--- src/adcs_defines.vh ---
// Register offsets, field positions, reset values and timing constants of the converter sequencer
`ifndef ADCS_DEFINES_VH
`define ADCS_DEFINES_VH

// Register addresses (3-bit index on the plain register port)
`define ADCS_ADDR_W 3
`define ADCS_OFS_CS1 3'h0
`define ADCS_OFS_CS2 3'h1
`define ADCS_OFS_RH 3'h2
`define ADCS_OFS_RL 3'h3
`define ADCS_OFS_CVH 3'h4
`define ADCS_OFS_CVL 3'h5
`define ADCS_OFS_CFG 3'h6

// Status/control one fields
`define ADCS_CS1_CONV_COMPLETE_FLAG 7
`define ADCS_CS1_COMPLETE_IRQ_ENABLE 6
`define ADCS_CS1_CONT 5
`define ADCS_CH_HI 4
`define ADCS_CH_OFF 5'h1F
`define ADCS_CS1_RESET 8'h1F

// Status/control two fields
`define ADCS_CS2_ACT 7
`define ADCS_CS2_TRG 6
`define ADCS_CS2_CFE 5
`define ADCS_CS2_CGT 4

// Configuration fields
`define ADCS_CFG_LPC 7
`define ADCS_CFG_DIV_HI 6
`define ADCS_CFG_DIV_LO 5
`define ADCS_CFG_LSMP 4
`define ADCS_CFG_MODE_HI 3
`define ADCS_CFG_MODE_LO 2
`define ADCS_CFG_CLK_HI 1
`define ADCS_CFG_CLK_LO 0
`define ADCS_MODE_8 2'h0
`define ADCS_MODE_10 2'h2
`define ADCS_CLK_ASYNC 2'h3
`define ADCS_CLK_HALF 2'h1

// Conversion-clock cycle counts: sample and approximation phases
`define ADCS_SAMP_SHORT 6'h03
`define ADCS_SAMP_LONG 6'h17
`define ADCS_SAR_8 6'h0E
`define ADCS_SAR_10 6'h11
`define ADCS_FIRST_EXTRA 6'h03

// Asynchronous clock start-up time in ns, bus clock period in ns
`define ADCS_ASYNC_START_NS 5000
`define ADCS_CLK_PERIOD_NS 20
`define ADCS_START_W 8

`endif

--- src/adcs_sequencer.v ---
// Conversion sequencer of a successive-approximation converter with register port
//
// How it works
// RL1 - Software start on control-one write, channel not off
// RL2 - Hardware trigger rising edge starts conversion
// RL3 - Continuous mode restarts after every result transfer
// RL4 - Transfer sets complete flag, interrupt if enabled
// RL5 - High read blocks transfer until low read
// RL6 - Blocked transfer restarts conversion, compare-false single stops
// RL7 - Software avoids result reads during single conversion
// RL8 - Control-one write aborts, then restarts unless off
// RL9 - Other config writes abort without restart
// RL10 - Abort keeps results; reset clears them
// RL11 - Idle until started; async clock only active
// RL12 - Sample short or long, then approximate, transfer
// RL13 - Short sample first: 20/23 clocks plus 5
// RL14 - Long sample first: 40/43 clocks plus 5
// RL15 - Async clock adds 5 us start-up
// RL16 - Later continuous: 17/20 or 37/40 clocks
// RL17 - Exact continuous timing needs adequate bus rate
// RL18 - Compare adds two's complement, greater-or-less test
// RL19 - Compare true stores difference; false transfers nothing
// RL20 - Wait: conversion continues, completion wakes system
// RL21 - Wait keeps bus, half-bus, async clocks usable
// RL22 - Stop without async clock aborts, idles
// RL23 - Trigger ignored while busy or continuous
// RL24 - Ten bits over both bytes, eight in low
// RL25 - Disabled in reset or channel all ones
// RL26 - Low read or control write releases guard
//
// Chosen here: the plain strobed port and the register addresses.
`timescale 1ns/1ps
`include "adcs_defines.vh"

module adcs_sequencer (
  // Clock, reset, enable
  input wire clock,
  input wire arst_n,
  input wire clk_en,
  // Register port
  input wire [`ADCS_ADDR_W-1:0] reg_addr,
  input wire [7:0] reg_wdata,
  input wire reg_write,
  input wire reg_read,
  output reg [7:0] reg_rdata,
  // System state and trigger
  input wire hw_trigger_in,
  input wire stop_mode,
  input wire alternate_clock_tick,
  // Analog core
  input wire [10:0] sar_raw,
  output wire sample_active,
  output wire async_conv_clock_enable,
  output wire [4:0] channel_select,
  output wire low_power_config,
  // Completion
  output wire conv_complete_irq
);

  localparam ST_IDLE = 4'b0001;
  localparam ST_START = 4'b0010;
  localparam ST_SAMPLE = 4'b0100;
  localparam ST_CONVERT = 4'b1000;

  // Start-up allowance of the async source, rounded up to whole bus cycles
  localparam integer START_RAW =
    (`ADCS_ASYNC_START_NS + `ADCS_CLK_PERIOD_NS - 1) / `ADCS_CLK_PERIOD_NS;
  // Cut on purpose: the allowance fits the start counter width
  localparam [`ADCS_START_W-1:0] START_CYCLES = START_RAW[`ADCS_START_W-1:0];

  //////////////////////////////////////////////////////////////////////////////
  // Timing overview
  // A start request spends one bus cycle in the start state, or the whole start-up allowance with the async source, then counts
  // conversion-clock ticks only. Sampling lasts a short or a long window,
  // then the approximation phase runs for the width of the result.
  // The first conversion of a series carries a few extra ticks, which
  // stand for the converter settling after it leaves idle.
  // Later conversions of a continuous series go straight back to sampling,
  // so their length is sampling plus approximation only.
  // With the async source selected, the first conversion also waits out a
  // start-up allowance counted in bus cycles before sampling begins.
  // Limitation: the async source is modelled on the bus clock, so its
  // conversions are as fast as a bus-clock conversion after start-up.
  // Aborts return to idle at once, a restarting control-one write to start; the result pair is never touched by an
  // abort, only by a transfer or by reset.
  // Hazard: a transfer and a high-byte read in one cycle see the guard still
  // open, so the transfer lands; the guard closes on the next cycle.
  // The read guard only has meaning in 10-bit mode, where the result spans
  // both bytes; in 8-bit mode the low byte alone holds the result.
  // Clock enable low freezes every counter, flag and register except the reset synchroniser,
  // read data included, so the block simply skips those bus cycles.
  // The complete flag is set by a transfer and cleared by a control-one
  // write or read; a transfer in the cycle of a read wins.
  // The trigger history register starts low, matching the idle level of the
  // trigger, so no false edge follows reset.
  // Trade-off: sample and approximation lengths share one six-bit counter, reloaded at each
  // phase change, instead of a counter per phase.

  //////////////////////////////////////////////////////////////////////////////
  // Reset synchroniser
  reg rst_meta;
  reg rst_sync_n;
  always @(posedge clock or negedge arst_n) begin
    if (!arst_n) begin
      rst_meta <= 1'b0;
      rst_sync_n <= 1'b0;
    end else begin
      rst_meta <= 1'b1;
      rst_sync_n <= rst_meta;
    end
  end

  //////////////////////////////////////////////////////////////////////////////
  // Registers and state
  reg [7:0] cs1;
  reg [7:0] cs2;
  reg [7:0] cfg;
  reg [7:0] cvh;
  reg [7:0] cvl;
  reg [7:0] result_high;
  reg [7:0] result_low;
  reg [3:0] state;
  reg [5:0] phase_cnt;
  reg [`ADCS_START_W-1:0] start_cnt;
  reg [3:0] div_cnt;
  reg first_conv;
  reg read_guard;
  reg trig_prev;
  reg half_tog;

  wire cont = cs1[`ADCS_CS1_CONT];
  wire [1:0] mode = cfg[`ADCS_CFG_MODE_HI:`ADCS_CFG_MODE_LO];
  wire [1:0] clk_sel = cfg[`ADCS_CFG_CLK_HI:`ADCS_CFG_CLK_LO];
  wire [1:0] div_sel = cfg[`ADCS_CFG_DIV_HI:`ADCS_CFG_DIV_LO];
  wire long_sample = cfg[`ADCS_CFG_LSMP];
  wire hw_trig_sel = cs2[`ADCS_CS2_TRG];
  wire cmp_en = cs2[`ADCS_CS2_CFE];
  wire cmp_gt = cs2[`ADCS_CS2_CGT];
  wire is_async = (clk_sel == `ADCS_CLK_ASYNC);
  wire chan_off = (cs1[`ADCS_CH_HI:0] == `ADCS_CH_OFF);
  wire busy = (state != ST_IDLE);

  assign channel_select = cs1[`ADCS_CH_HI:0];
  assign low_power_config = cfg[`ADCS_CFG_LPC];
  assign sample_active = (state == ST_SAMPLE);
  assign async_conv_clock_enable = busy && is_async; // [RL11]
  assign conv_complete_irq = cs1[`ADCS_CS1_CONV_COMPLETE_FLAG] && cs1[`ADCS_CS1_COMPLETE_IRQ_ENABLE]; // [RL4] [RL20]

  // Register strobes
  wire wr_cs1 = reg_write && (reg_addr == `ADCS_OFS_CS1);
  wire wr_cfgs = reg_write && ((reg_addr == `ADCS_OFS_CS2) || (reg_addr == `ADCS_OFS_CFG) ||
                 (reg_addr == `ADCS_OFS_CVH) || (reg_addr == `ADCS_OFS_CVL));
  wire rd_high = reg_read && (reg_addr == `ADCS_OFS_RH);
  wire rd_low = reg_read && (reg_addr == `ADCS_OFS_RL);
  wire wr_chan_off = (reg_wdata[`ADCS_CH_HI:0] == `ADCS_CH_OFF);

  //////////////////////////////////////////////////////////////////////////////
  // Conversion clock tick: source select then divide by 1, 2, 4 or 8
  // The async source is modelled on the bus clock; its real oscillator sits outside.
  reg src_tick;
  always @* begin
    case (clk_sel)
      2'h0: src_tick = 1'b1;
      `ADCS_CLK_HALF: src_tick = half_tog;
      2'h2: src_tick = alternate_clock_tick;
      default: src_tick = 1'b1; // [RL21]
    endcase
  end
  wire [3:0] div_mask = (4'h1 << div_sel) - 4'h1;
  wire conv_tick = src_tick && ((div_cnt & div_mask) == 4'h0);

  //////////////////////////////////////////////////////////////////////////////
  // Result shaping and compare
  // Rounding: add half an LSB of the target width before truncation.
  wire [11:0] rnd10 = {1'b0, sar_raw} + 12'h001;
  wire [9:0] res10 = rnd10[11] ? 10'h3FF : rnd10[10:1];
  wire [9:0] rnd8 = {1'b0, sar_raw[10:2]} + 10'h001;
  wire [7:0] res8 = rnd8[9] ? 8'hFF : rnd8[8:1]; // [RL24]
  wire is10 = (mode == `ADCS_MODE_10);
  wire [9:0] res_val = is10 ? res10 : {2'h0, res8};
  wire [9:0] cmp_val = is10 ? {cvh[1:0], cvl} : {2'h0, cvl};
  wire [10:0] diff = {1'b0, res_val} + {1'b0, ~cmp_val} + 11'h001; // [RL18]
  wire ge = diff[10];
  wire cmp_true = cmp_gt ? ge : ~ge; // [RL18]
  wire cmp_pass = !cmp_en || cmp_true;
  wire [9:0] store_val = cmp_en ? diff[9:0] : res_val; // [RL19]
  wire blocked = read_guard && is10; // [RL5]

  //////////////////////////////////////////////////////////////////////////////
  // Phase lengths in conversion-clock cycles
  wire [5:0] samp_len = long_sample ? `ADCS_SAMP_LONG : `ADCS_SAMP_SHORT; // [RL12]
  wire [5:0] sar_len = (is10 ? `ADCS_SAR_10 : `ADCS_SAR_8) +
                       (first_conv ? `ADCS_FIRST_EXTRA : 6'h00); // [RL13] [RL14] [RL16]

  wire trig_edge = hw_trigger_in && !trig_prev;
  wire done = (state == ST_CONVERT) && conv_tick && (phase_cnt == 6'h00);

  //////////////////////////////////////////////////////////////////////////////
  // Source divider, trigger history and half-rate toggle
  always @(posedge clock or negedge rst_sync_n) begin
    if (!rst_sync_n) begin
      div_cnt <= 4'h0;
      trig_prev <= 1'b0;
      half_tog <= 1'b0;
    end else if (clk_en) begin
      half_tog <= ~half_tog;
      trig_prev <= hw_trigger_in; // [RL2]
      // Divider only advances on source ticks
      if (src_tick)
        div_cnt <= div_cnt + 4'h1;
    end
  end

  //////////////////////////////////////////////////////////////////////////////
  // Read guard: a high read in 10-bit mode locks transfers until the low read.
  // A control-one write releases it, so software cannot leave it stuck.
  always @(posedge clock or negedge rst_sync_n) begin
    if (!rst_sync_n)
      read_guard <= 1'b0;
    else if (clk_en) begin
      if (wr_cs1)
        read_guard <= 1'b0; // [RL26]
      else if (rd_high && is10)
        read_guard <= 1'b1; // [RL5]
      else if (rd_low)
        read_guard <= 1'b0; // [RL26]
    end
  end

  //////////////////////////////////////////////////////////////////////////////
  // Mode registers; read-only and reserved bits are held at zero
  always @(posedge clock or negedge rst_sync_n) begin
    if (!rst_sync_n) begin
      cs2 <= 8'h00;
      cfg <= 8'h00;
      cvh <= 8'h00;
      cvl <= 8'h00;
    end else if (clk_en && reg_write) begin
      case (reg_addr)
        `ADCS_OFS_CS2: cs2 <= {1'b0, reg_wdata[6:4], 4'h0};
        `ADCS_OFS_CFG: cfg <= reg_wdata;
        `ADCS_OFS_CVH: cvh <= {6'h00, reg_wdata[1:0]};
        `ADCS_OFS_CVL: cvl <= reg_wdata;
        default: ;
      endcase
    end
  end

  //////////////////////////////////////////////////////////////////////////////
  // Sequencer and register writes
  always @(posedge clock or negedge rst_sync_n) begin
    if (!rst_sync_n) begin
      cs1 <= `ADCS_CS1_RESET; // [RL25]
      result_high <= 8'h00; // [RL10]
      result_low <= 8'h00;
      state <= ST_IDLE;
      phase_cnt <= 6'h00;
      start_cnt <= {`ADCS_START_W{1'b0}};
      first_conv <= 1'b1;
    end else if (clk_en) begin
      // Conversion sequence
      if (wr_cs1) begin
        // Write clears the flag; abort and maybe restart
        cs1 <= {1'b0, reg_wdata[6:0]};
        first_conv <= 1'b1;
        if (!wr_chan_off && !hw_trig_sel)
          state <= ST_START; // [RL1] [RL8]
        else
          state <= ST_IDLE; // [RL8] [RL25]
      end else if (wr_cfgs || (stop_mode && !is_async)) begin
        state <= ST_IDLE; // [RL9] [RL22] [RL10]
        first_conv <= 1'b1;
      end else begin
        // Flag cleared by reading control one unless a conversion ends this cycle
        if (reg_read && reg_addr == `ADCS_OFS_CS1 && !done)
          cs1[`ADCS_CS1_CONV_COMPLETE_FLAG] <= 1'b0;
        case (state)
          ST_IDLE: begin
            if (hw_trig_sel && trig_edge && !chan_off) begin
              state <= ST_START; // [RL2] [RL23]
              first_conv <= 1'b1;
            end
          end
          ST_START: begin
            // Async source start-up delay before sampling
            phase_cnt <= samp_len - 6'h01;
            if (is_async && start_cnt != START_CYCLES - 8'h01 && first_conv) begin
              start_cnt <= start_cnt + 8'h01; // [RL15]
            end else begin
              start_cnt <= {`ADCS_START_W{1'b0}};
              state <= ST_SAMPLE;
            end
          end
          ST_SAMPLE: begin
            if (conv_tick) begin
              if (phase_cnt == 6'h00) begin
                phase_cnt <= sar_len - 6'h01;
                state <= ST_CONVERT; // [RL12]
              end else
                phase_cnt <= phase_cnt - 6'h01;
            end
          end
          ST_CONVERT: begin
            if (conv_tick) begin
              if (phase_cnt == 6'h00) begin
                first_conv <= 1'b0;
                if (blocked) begin
                  // Discard; keep converting unless a single compare failed
                  if (!cont && !cmp_pass)
                    state <= ST_IDLE; // [RL6]
                  else begin
                    state <= ST_SAMPLE; // [RL6]
                    phase_cnt <= samp_len - 6'h01;
                  end
                end else begin
                  if (cmp_pass) begin
                    result_high <= {6'h00, store_val[9:8]}; // [RL24]
                    result_low <= store_val[7:0];
                    cs1[`ADCS_CS1_CONV_COMPLETE_FLAG] <= 1'b1; // [RL4] [RL19]
                  end
                  if (cont) begin
                    state <= ST_SAMPLE; // [RL3] [RL16]
                    phase_cnt <= samp_len - 6'h01;
                  end else
                    state <= ST_IDLE; // [RL11]
                end
              end else
                phase_cnt <= phase_cnt - 6'h01;
            end
          end
          default: state <= ST_IDLE;
        endcase
      end
    end
  end

  //////////////////////////////////////////////////////////////////////////////
  // Read select; unmapped indices give zero
  reg [7:0] rd_mux;
  always @* begin
    case (reg_addr)
      `ADCS_OFS_CS1: rd_mux = cs1;
      `ADCS_OFS_CS2: rd_mux = {busy, cs2[6:0]};
      `ADCS_OFS_RH: rd_mux = result_high;
      `ADCS_OFS_RL: rd_mux = result_low;
      `ADCS_OFS_CVH: rd_mux = cvh;
      `ADCS_OFS_CVL: rd_mux = cvl;
      `ADCS_OFS_CFG: rd_mux = cfg;
      default: rd_mux = 8'h00;
    endcase
  end

  // Read data, one cycle after the strobe, zero otherwise
  // Zero between reads keeps stale result bytes off the bus.
  always @(posedge clock or negedge rst_sync_n) begin
    if (!rst_sync_n)
      reg_rdata <= 8'h00;
    else if (clk_en) begin
      if (reg_read)
        reg_rdata <= rd_mux;
      else
        reg_rdata <= 8'h00;
    end
  end

endmodule // adcs_sequencer

--- config.mk ---
export PLATFORM = sky130hd
export DESIGN_NAME = adcs_sequencer
export DESIGN_NICKNAME = d
export VERILOG_FILES = /design/src/adcs_sequencer.v
export VERILOG_INCLUDE_DIRS = /design/src
export SDC_FILE = /design/constraint.sdc
export NUM_CORES = 1
export LEC_CHECK = 0
export ABC_AREA = 1
export BUFFER_PORTS_ARGS = -buffer_cell sky130_fd_sc_hd__buf_2
export CORE_MARGIN = 2
export CORE_UTILIZATION = 60
export DETAILED_ROUTE_END_ITERATION = 8
export GPL_ROUTABILITY_DRIVEN = 0
export PLACE_DENSITY = 0.91
export SLEW_MARGIN = 10
export SYNTH_ARGS = -nofsm -noshare
export SYNTH_HDL_FRONTEND = slang
export SYNTH_SLANG_ARGS = --single-unit
--- constraint.sdc ---
create_clock -name clock -period 2.8 [get_ports clock]
set_input_delay 0.42 -clock clock [delete_from_list [all_inputs] [get_ports clock]]
set_output_delay 0.42 -clock clock [all_outputs]
set_load 0.05 [all_outputs]
# After elaboration in Yosys (flattened, before gate mapping)
# Index checks and enable logic that the tools add are counted.
classes:
  n_eq_ne: 29
  reduce_logical: 55
  addsub: 11
  muxes: 51
  n_bitwise: 7
  shifts: 1
op_table:
  columns: ["operator", "count"]
  rows:
  - ["8-bit one-hot mux with 7 select lines", 1]
  - ["6-bit two-way mux", 7]
  - ["10-bit two-way mux", 4]
  - ["4-bit two-way mux", 9]
  - ["8-bit two-way mux", 3]
  - ["1-bit logical AND", 22]
  - ["6-bit one-hot mux with 3 select lines", 1]
  - ["1-bit two-way mux", 17]
  - ["4-bit != test (second input constant)", 4]
  - ["4-bit one-hot mux with 4 select lines", 1]
  - ["2-bit AND reduction", 8]
  - ["8-bit AND reduction", 2]
  - ["11-bit by 1-bit adder with 12-bit output (second input constant)", 1]
  - ["4-bit by 1-bit != test with 1-bit output (second input constant)", 3]
  - ["6-bit by 1-bit subtractor with 6-bit output (second input constant)", 2]
  - ["10-bit by 10-bit adder with 11-bit output", 1]
  - ["11-bit by 1-bit adder with 11-bit output (second input constant)", 1]
  - ["9-bit by 1-bit adder with 10-bit output (second input constant)", 1]
  - ["5-bit == test (second input constant)", 2]
  - ["5-bit two-way mux", 2]
  - ["10-bit NOT", 1]
  - ["3-bit == test (second input constant)", 3]
  - ["1-bit logical NOT", 9]
  - ["8-bit by 1-bit adder with 8-bit output (second input constant)", 1]
  - ["other kinds (32)", 48]
totals:
  wordCells: 173
  register_bits: 75
  input_bits: 30

# Logic depth before layout (Yosys ltp)
# Gate-level depths: netlist of the first run.
depth:
  depth_word: 17
  ltp_mapped: 25
  ltp_nobuf: 25

# Worst setup path before layout of the first run
# OpenSTA, ideal clock, no wires.
synth_path:
  path_kind: "input to register"
  from: "input sar_raw[2]"
  to: "register result_low[6]"
  stages: 18
  setup_ns: 0.117
  arrival_ns: 2.689
  required_time_ns: 2.683
  slack_ns: -0.006
  path_cell_list: "inv_1 > nor2_2 > nand2_1 > nor2_2 > nand2_2 > nand2_2 > or2_2 > o21ai_0 > ha_1 > inv_1 > fa_1 > a21oi_1 > o21ai_0 > or2_2 > nand3_1 > o21ai_1 > nand2_1 > o21ai_2"
synth_between:
  elab_chain_cells: 9
synth_rtl:
  columns: ["element", "line_no", "source"]
  rows:
  - ["start: declaration", "adcs_sequencer.v:51", "input wire [10:0] sar_raw,"]
  - ["11-bit by 1-bit adder with 12-bit output / 9-bit by 1-bit adder with 10-bit output (equally long branches)", "adcs_sequencer.v:175, adcs_sequencer.v:177", null]
  - ["10-bit two-way mux / 8-bit two-way mux (equally long branches)", "adcs_sequencer.v:176, adcs_sequencer.v:178", null]
  - ["10-bit two-way mux (*)", "adcs_sequencer.v:180", "wire [9:0] res_val = is10 ? res10 : {2'h0, res8};"]
  - ["10-bit by 10-bit adder with 11-bit output", "adcs_sequencer.v:182", "wire [10:0] diff = {1'b0, res_val} + {1'b0, ~cmp_val} + 11'h001;"]
  - ["11-bit by 1-bit adder with 11-bit output", "adcs_sequencer.v:182", null]
  - ["1-bit NOT", "adcs_sequencer.v:184", "wire cmp_true = cmp_gt ? ge : ~ge;"]
  - ["1-bit two-way mux", "adcs_sequencer.v:184", null]
  - ["1-bit logical OR", "adcs_sequencer.v:185", "wire cmp_pass = !cmp_en || cmp_true;"]
  - ["8-bit AND reduction (no line)", null, null]
  - ["end signal: assignment", "adcs_sequencer.v:318", "result_low <= store_val[7:0];"]
  - ["end: declaration", "adcs_sequencer.v:121", "reg [7:0] result_low;"]
# Mark *: on every way between the ends. The rest lies on a longest branch, timed or not.
# A chain may end at the register's enable or synchronous reset.

# Final worst setup path of the first run
layout_path:
  from: "input sar_raw[4]"
  to: "register state[2]"
layout_between:
  elab_chain_cells: 17
layout_rtl:
  columns: ["element", "line_no", "source"]
  rows:
  - ["11-bit by 1-bit adder with 12-bit output / 9-bit by 1-bit adder with 10-bit output (equally long branches)", "adcs_sequencer.v:175, adcs_sequencer.v:177", null]
  - ["10-bit two-way mux / 8-bit two-way mux (equally long branches)", "adcs_sequencer.v:176, adcs_sequencer.v:178", null]
  - ["10-bit two-way mux (*)", "adcs_sequencer.v:180", null]
  - ["10-bit by 10-bit adder with 11-bit output (*)", "adcs_sequencer.v:182", null]
  - ["11-bit by 1-bit adder with 11-bit output (*)", "adcs_sequencer.v:182", null]
  - ["1-bit NOT", "adcs_sequencer.v:184", null]
  - ["1-bit two-way mux (*)", "adcs_sequencer.v:184", null]
  - ["1-bit logical OR (*)", "adcs_sequencer.v:185", null]
  - ["1-bit logical NOT (*)", "adcs_sequencer.v:309", "if (!cont && !cmp_pass)"]
  - ["1-bit logical AND (*)", "adcs_sequencer.v:309", null]
  - ["3-bit two-way mux (*)", "adcs_sequencer.v:309", null]
  - ["4-bit two-way mux (*)", "adcs_sequencer.v:307", "if (blocked) begin"]
  - ["4-bit two-way mux (*)", "adcs_sequencer.v:305", "if (phase_cnt == 6'h00) begin"]
  - ["4-bit two-way mux (*)", "adcs_sequencer.v:304", "if (conv_tick) begin"]
  - ["4-bit one-hot mux with 4 select lines (*)", "adcs_sequencer.v:277", "case (state)"]
  - ["4-bit two-way mux (*)", "adcs_sequencer.v:270", "end else if (wr_cfgs || (stop_mode && !is_async)) begin"]
  - ["4-bit two-way mux (*)", "adcs_sequencer.v:262", "if (wr_cs1) begin"]
  - ["end signal: assignment", "adcs_sequencer.v:269", "state <= ST_IDLE;"]
  - ["end signal: assignment", "adcs_sequencer.v:271", "state <= ST_IDLE;"]
  - ["end signal: assignment", "adcs_sequencer.v:280", "state <= ST_START;"]
  - ["end: declaration", "adcs_sequencer.v:122", "reg [3:0] state;"]
# Mark *: on every way between the ends. The rest lies on a longest branch, timed or not. The select of a mux whose other input is x is not followed.

==> results_dict.tcl, run 1 <==
set metrics [dict create \
    outcome "complete, but fails checks" \
    violations "negative setup slack" \
    start_util_pct 61.3 \
    endpoint_kind "flip-flop" \
    syn_area_per_cell_um2 7.26 \
    yosysTopAreaCellShare_pct 33.4 \
    area_growth_pct 24.4 \
    slew_headroom_pct 9.98 \
    maxSlewViolCount 0 \
    synth-seq-cells 74 \
    tightest_slew_ns 1.33 \
    io_buffers 46 \
    cp_data_required_time_ns 3.06 \
    cts.clk_slew.worst_paths_ns 0.08 \
    first_pass_iters 7 \
    finalHoldViolations 0 \
    vias 5883 \
    setup_tns_ns -0.884 \
    cts_tree "built" \
    ant_nets 0 \
    path_depth 24 \
    p_per_area_nw_per_um2 739 \
    layout_common_cells "171 x nand2_1, 97 x inv_1, 66 x dfrtp_1, 65 x o21ai_0, 61 x buf_4" \
    clock_latency_ns 0.36 \
    fmax_mhz 343 \
    fp.dieH_um 95.4 \
    antenna_cells 0 \
    dieArea_um2 9100 \
    synth_enable_flop_cells 0 \
    final_common_cell "nand2_1" \
    pin_count 47 \
    core_area_um2 8180 \
    cts_sinks 74 \
    n_fill_cell 469 \
    synth_area_leaders "dfrtp_1 33%, nand2_1 14%, inv_1 7.6%, o21ai_0 7.2%, ha_1 5.5%" \
    synth_warnings 0 \
    root_buffer "clkbuf_8" \
    syn-num-nets 744 \
    slowest_stage "xor2_1" \
    critPathTopFamily "simple AND/OR/NAND/NOR gates" \
    final_core_util_pct 76.3 \
    h-tree-depth 3 \
    hold_class "in2reg" \
    drt-initial-drc-count 1009 \
    synth-main-ff-cell "dfrtp_1" \
    irDropWorstVdd_v 0.000540 \
    worst-path-buf-inv 5 \
    start_kind "input port" \
    synthCells 691 \
    async_flop_share_pct 100 \
    grt_pass1_vias 5419 \
    netlist-cell-type-count 50 \
    cts-buffers-inserted 9 \
    crit_chain "buf_2 -> buf_4 -> nand3_4 -> inv_2 -> nand4_1 -> xor2_1 -> nand2_1 -> nand2_1 -> nand2_1 -> inv_2 -> ha_4 -> nand2_1 -> nand2_1 -> a21oi_2 -> nand3_2 -> nand2_2 -> nand3_4 -> nand2_4 -> buf_6 -> nand2_1 -> nand2_1 -> nand2_1 -> nand2_1 -> nand2_1" \
    whs_path_depth 3 \
    yosysTopAreaCell "dfrtp_1" \
    grt_max_degree 29 \
    cap_violations 0 \
    drive_gt1_share_pct 25.5 \
    critPathMaxFanout 4 \
    drt_wl_total_mm 18.2 \
    hpwl_mm 11.0 \
    grtUsageTotal_pct 36.4 \
    dieWidth_um 95.4 \
    globalRouteOverflowTotal 0 \
    setup_viol 18 \
    grt_first_pass_wirelength_mm 25.3 \
    syn_area_um2 5010 \
    placed_cells 889 \
    fin_ws_ns -0.113 \
    via_per_inst 6.47 \
    fin_nets 852 \
    crit_top_cell "nand2_1" \
    leakage_nw 3.19 \
    finalCritPeriodShare_pct 104 \
    clock_path_buffers 2 \
    layoutNonFillerInstCount 909 \
    drc 0 \
    worstRegToRegCells 16 \
    critPathKind "in2reg" \
    grt_antenna_before_repair 0 \
    wire_per_inst_um 20.0 \
    cp_slowest_stage_delay_ns 0.30 \
    num_rows 33 \
    finClkSkew_ns 0.00824 \
    place_ws_ns -0.460 \
    arrival_ns 3.17 \
    holdWs_ns 0.283 \
    fin_crit_ns 2.91 \
    seq_area_frac_synth_pct 37.1 \
]
-- cell families (layout without fill, tap and decap cells) --
logic type / count (synthesis) / in the layout / synth area share, %
AND/OR/NAND/NOR: 322 / 322 / 28.8
AO/OA/AOI/OAI: 128 / 128 / 14.8
adder cells (fa/ha/maj): 23 / 23 / 5.89
XOR/XNOR: 20 / 20 / 3.49
other: 1 / 1 / 0.0748
buffers and inverters: 123 / 236 / 9.83
flip-flops: 74 / 74 / 37.1
-- worst reg2reg max path, stage by stage (launching register included) --
cell and delay [ns]:
dfrtp_1 0.39, inv_1 0.07, nand2_2 0.11, nor2_1 0.19, buf_4 0.18, nand2_1 0.07
nand2_2 0.11, inv_1 0.06, ha_1 0.30, buf_4 0.14, nand2_1 0.07, nor3_1 0.33
nand3_1 0.21, a31o_2 0.28, nand3_1 0.08, nand3_2 0.08, nand2_1 0.10
-- sequential cells by signal (all words and copies together), names as in the netlist, 2 cells and up --
| register | count |
|---|---|
| reg_rdata | 8 |
| cvh | 2 |
| cfg | 8 |
| phase_cnt | 6 |
| start_cnt | 8 |
| result_high | 2 |
| cvl | 8 |
| result_low | 8 |
| cs2 | 3 |
| div_cnt | 3 |
| cs1 | 8 |
| state | 4 |
-- final cells by class --
class	instances	area, µm²	share of cell area, %
Sequential cell	74	1860	29.9
Timing Repair Buffer	108	711	11.4
Clock inverter	5	81.3	1.30
Clock buffer	11	131	2.11
Tap cell	105	131	2.11
Inverter	112	427	6.84
Multi-Input combinational cell	494	2890	46.4
-- through the flow --
| stage | power [mW] | area, µm² |
|---|---|---|
| floorplan | 2.67 | 5020 |
| global placement | 3.16 | 5750 |
| detailed placement | 3.27 | 5750 |
| CTS | 4.25 | 6000 |
| global route | 4.81 | 6240 |
| finish | 4.61 | 6240 |
-- per-layer routing --
metal | GRT usage, % | routed length, µm | vias up
met1 | 42.8 | 6010 | 2650
met2 | 61.0 | 8250 | 561
met4 | 19.5 | 1780 | 0
li1 | - | - | 2463
met5 | 0 | 0 | -
met3 | 9.49 | 2150 | 209
-- Yosys cell counts, drive strengths merged, types with 10 or more instances --
library cell / number
nor3: 11
nand2: 189
nand3: 50
ha: 22
nand4: 10
a21oi: 15
inv: 107
o22ai: 13
dfrtp: 67
xor2: 15
o21ai: 78
nor2: 54
-- power breakdown --
part	total, mW	switching, mW	internal, mW
clock	0.933	0.430	0.503
sequential	1.52	0.227	1.30
combinational	2.15	1.37	0.784
-- repair_timing --
item                       CTS  global route
setup endpoints to repair   15            19
pin swaps                    2            23
hold buffers                 1             0
hold endpoints to repair     2             0
gates resized for setup      9            53
setup buffers                0             3
-- path summary, 6_finish.rpt --
path                         startpoint              to  slack [ns]
setup reg to reg                 cfg[2]  result_high[1]       -0.04
min in group asynchronous    rst_sync_n    start_cnt[7]        0.29
max in group asynchronous    rst_sync_n   result_low[4]        1.71
setup / recovery             sar_raw[4]        state[2]       -0.11
hold / removal             reg_wdata[4]          cvl[4]        0.28
hold reg to reg              rst_sync_n    start_cnt[7]        0.29
Power figures use the tool's default switching activity.
==> run 2, diff against run 1 <==
Settings changed: CELL_PAD_IN_SITES_DETAIL_PLACEMENT set to 1, CELL_PAD_IN_SITES_GLOBAL_PLACEMENT set to 2, CORE_MARGIN 2 to unset, CORE_UTILIZATION 60 to 34, PLACE_DENSITY 0.91 to 0.89.
==> run 2 against run 1 <==
  * The flow now finishes without violations
  * Wire length down 5.6%
  * Power up 2.0%
  * Die area up 67%
  * Sequential power about the same
  * Cell area up 4.5%
  * Flip-flop and latch count unchanged
  * Critical path depth down 3
  * First-iteration DRC count down 71%
  * Critical path type unchanged
==> results_dict.tcl, run 2 (synthesis gave the netlist of run 1 again) <==
set metrics [dict create \
    leakage_nw 3.28 \
    core_area_um2 14500 \
    antenna_cells 0 \
    root_buffer "clkbuf_16" \
    crit_top_cell "nand2_1" \
    fin_ws_ns 0.0496 \
    irDropWorstVdd_v 0.000340 \
    finClkSkew_ns 0.00947 \
    intPower_mw 2.74 \
    dieArea_um2 15200 \
    drt_wl_total_mm 17.2 \
    fin_area_um2 6520 \
    grt_max_degree 32 \
    fin_crit_ns 2.75 \
    cts_sinks 74 \
    vias 5153 \
    tightest_slew_ns 0.727 \
    crit_chain "buf_4 -> inv_2 -> buf_4 -> nor2_1 -> nand2_1 -> xor2_1 -> nand2_1 -> nand2_1 -> inv_1 -> ha_1 -> nand2_1 -> nor2_2 -> nand3_2 -> nand3_2 -> nand2_2 -> nand3_4 -> buf_4 -> nand2_4 -> inv_6 -> nand2_1 -> o21ai_2" \
    swShare_pct 41.6 \
    endpoint_kind "flip-flop" \
    clock_latency_ns 0.34 \
    finalCritPeriodShare_pct 98.2 \
    maxSlewViolCount 0 \
    cp_slowest_stage_delay_ns 0.30 \
    ant_nets 0 \
    start_kind "input port" \
    fp.dieH_um 123 \
    setup_viol 0 \
    switching_power_mw 1.96 \
    worstReg2RegStart "cfg[3]" \
    holdWs_ns 0.300 \
    grt_first_pass_wirelength_mm 26.9 \
    hpwl_mm 13.3 \
    p_per_area_nw_per_um2 722 \
    seq_power_share_pct 32.2 \
    cts_tree "built" \
    finalHoldViolations 0 \
    final_common_cell "nand2_1" \
    cts.clk_slew.worst_paths_ns 0.06 \
    arrival_ns 3.02 \
    grt_antenna_before_repair 0 \
    placed_cell_area_um2 5900 \
    layout_common_cells "168 x nand2_1, 97 x inv_1, 74 x buf_4, 66 x dfrtp_1, 65 x o21ai_0" \
    slew_headroom_pct 51.6 \
    h-tree-depth 3 \
    clkPwrFrac_pct 23.3 \
    seqCellArea_um2 1860 \
    drc 0 \
    cp_data_required_time_ns 3.07 \
    crit_start "sar_raw[2]" \
    critPathMaxFanout 16 \
    clock_path_buffers 2 \
    worst-path-buf-inv 6 \
    io_buffers 46 \
    cts-buffers-inserted 9 \
    comb_power_share_pct 44.6 \
    n_fill_cell 1826 \
    via_per_inst 5.15 \
    wire_per_inst_um 17.2 \
    outcome "completed" \
    start_util_pct 34.6 \
    hold_class "in2reg" \
    num_rows 44 \
    cap_violations 0 \
    grt_pass1_vias 5380 \
    fin_nets 864 \
    first_pass_iters 5 \
    critPathKind "in2reg" \
    multi_input_area_um2 2910 \
    critPathTopFamily "simple AND/OR/NAND/NOR gates" \
    area_growth_pct 30.0 \
    place_ws_ns -0.505 \
    fmax_mhz 364 \
    dieWidth_um 123 \
    hp-start "reg_wdata[7]" \
    grtUsageTotal_pct 23.4 \
    globalRouteOverflowTotal 0 \
    drive_gt1_share_pct 27.0 \
    setup_tns_ns 0 \
    slowest_stage "ha_1" \
    pin_count 47 \
    drt-initial-drc-count 292 \
    p_total_mw 4.70 \
]
[run 2: worst paths after layout]
path | slack [ns] | depth (start not counted) | endpoint
min in group asynchronous | 0.33 | 0 | phase_cnt[1]
worst min register to register | 0.33 | 0 | phase_cnt[1]
worst max register to register | 0.09 | 19 | result_low[6]
worst min-delay path | 0.30 | 3 | cvl[7]
worst max-delay path | 0.05 | 21 | result_low[6]
max in group asynchronous | 1.62 | 1 | cs1[4]
[run 2: layout make-up]
cell class / instances / area share (%)
Clock inverter: 5 / 0.576
Timing Repair Buffer: 120 / 12.3
Sequential cell: 74 / 28.6
Inverter: 112 / 6.55
Multi-Input combinational cell: 494 / 44.7
Clock buffer: 11 / 3.73
Tap cell: 184 / 3.53
[run 2: worst reg2reg max path: cells and delay by family (launching register included)]
kind / cells / cell delay, ns
AO/OA/AOI/OAI: 1 / 0.08
adder cells (fa/ha/maj): 1 / 0.30
buffers and inverters: 5 / 0.57
flip-flops: 1 / 0.41
AND/OR/NAND/NOR: 12 / 1.26
[run 2: metal layers]
layer	GRT usage, %	vias to the layer above	part of all wire, %
met5	0	-	0
met4	5.72	0	1.7
met3	4.29	25	3.6
met2	40.8	89	51
met1	29.6	2552	43
li1	-	2487	-
[run 2: power groups by stage]
stage	registers, mW	logic, mW	clock network [mW]
after floorplan	1.50	1.17	0
after global placement	1.50	1.77	0
after detailed placement	1.52	1.86	0
after CTS	1.51	1.90	1.12
after global routing	1.54	2.31	1.17
final	1.51	2.10	1.09
[run 2: repair_timing]
item | CTS | global route
hold buffers | 1 | 0
pin swaps | 1 | 19
endpoints found under the hold margin | 2 | 0
buffers inserted | 0 | 8
setup endpoints to repair | 19 | 19
resized for setup | 9 | 57
[run 2: stage by stage]
stage	std cells	utilization [%]
3_5_place_dp	975	40.7
4_1_cts	992	43.0
3_3_place_gp	975	40.7
2_1_floorplan	691	-
5_1_grt	1000	45.0
6_report	1000	45.0
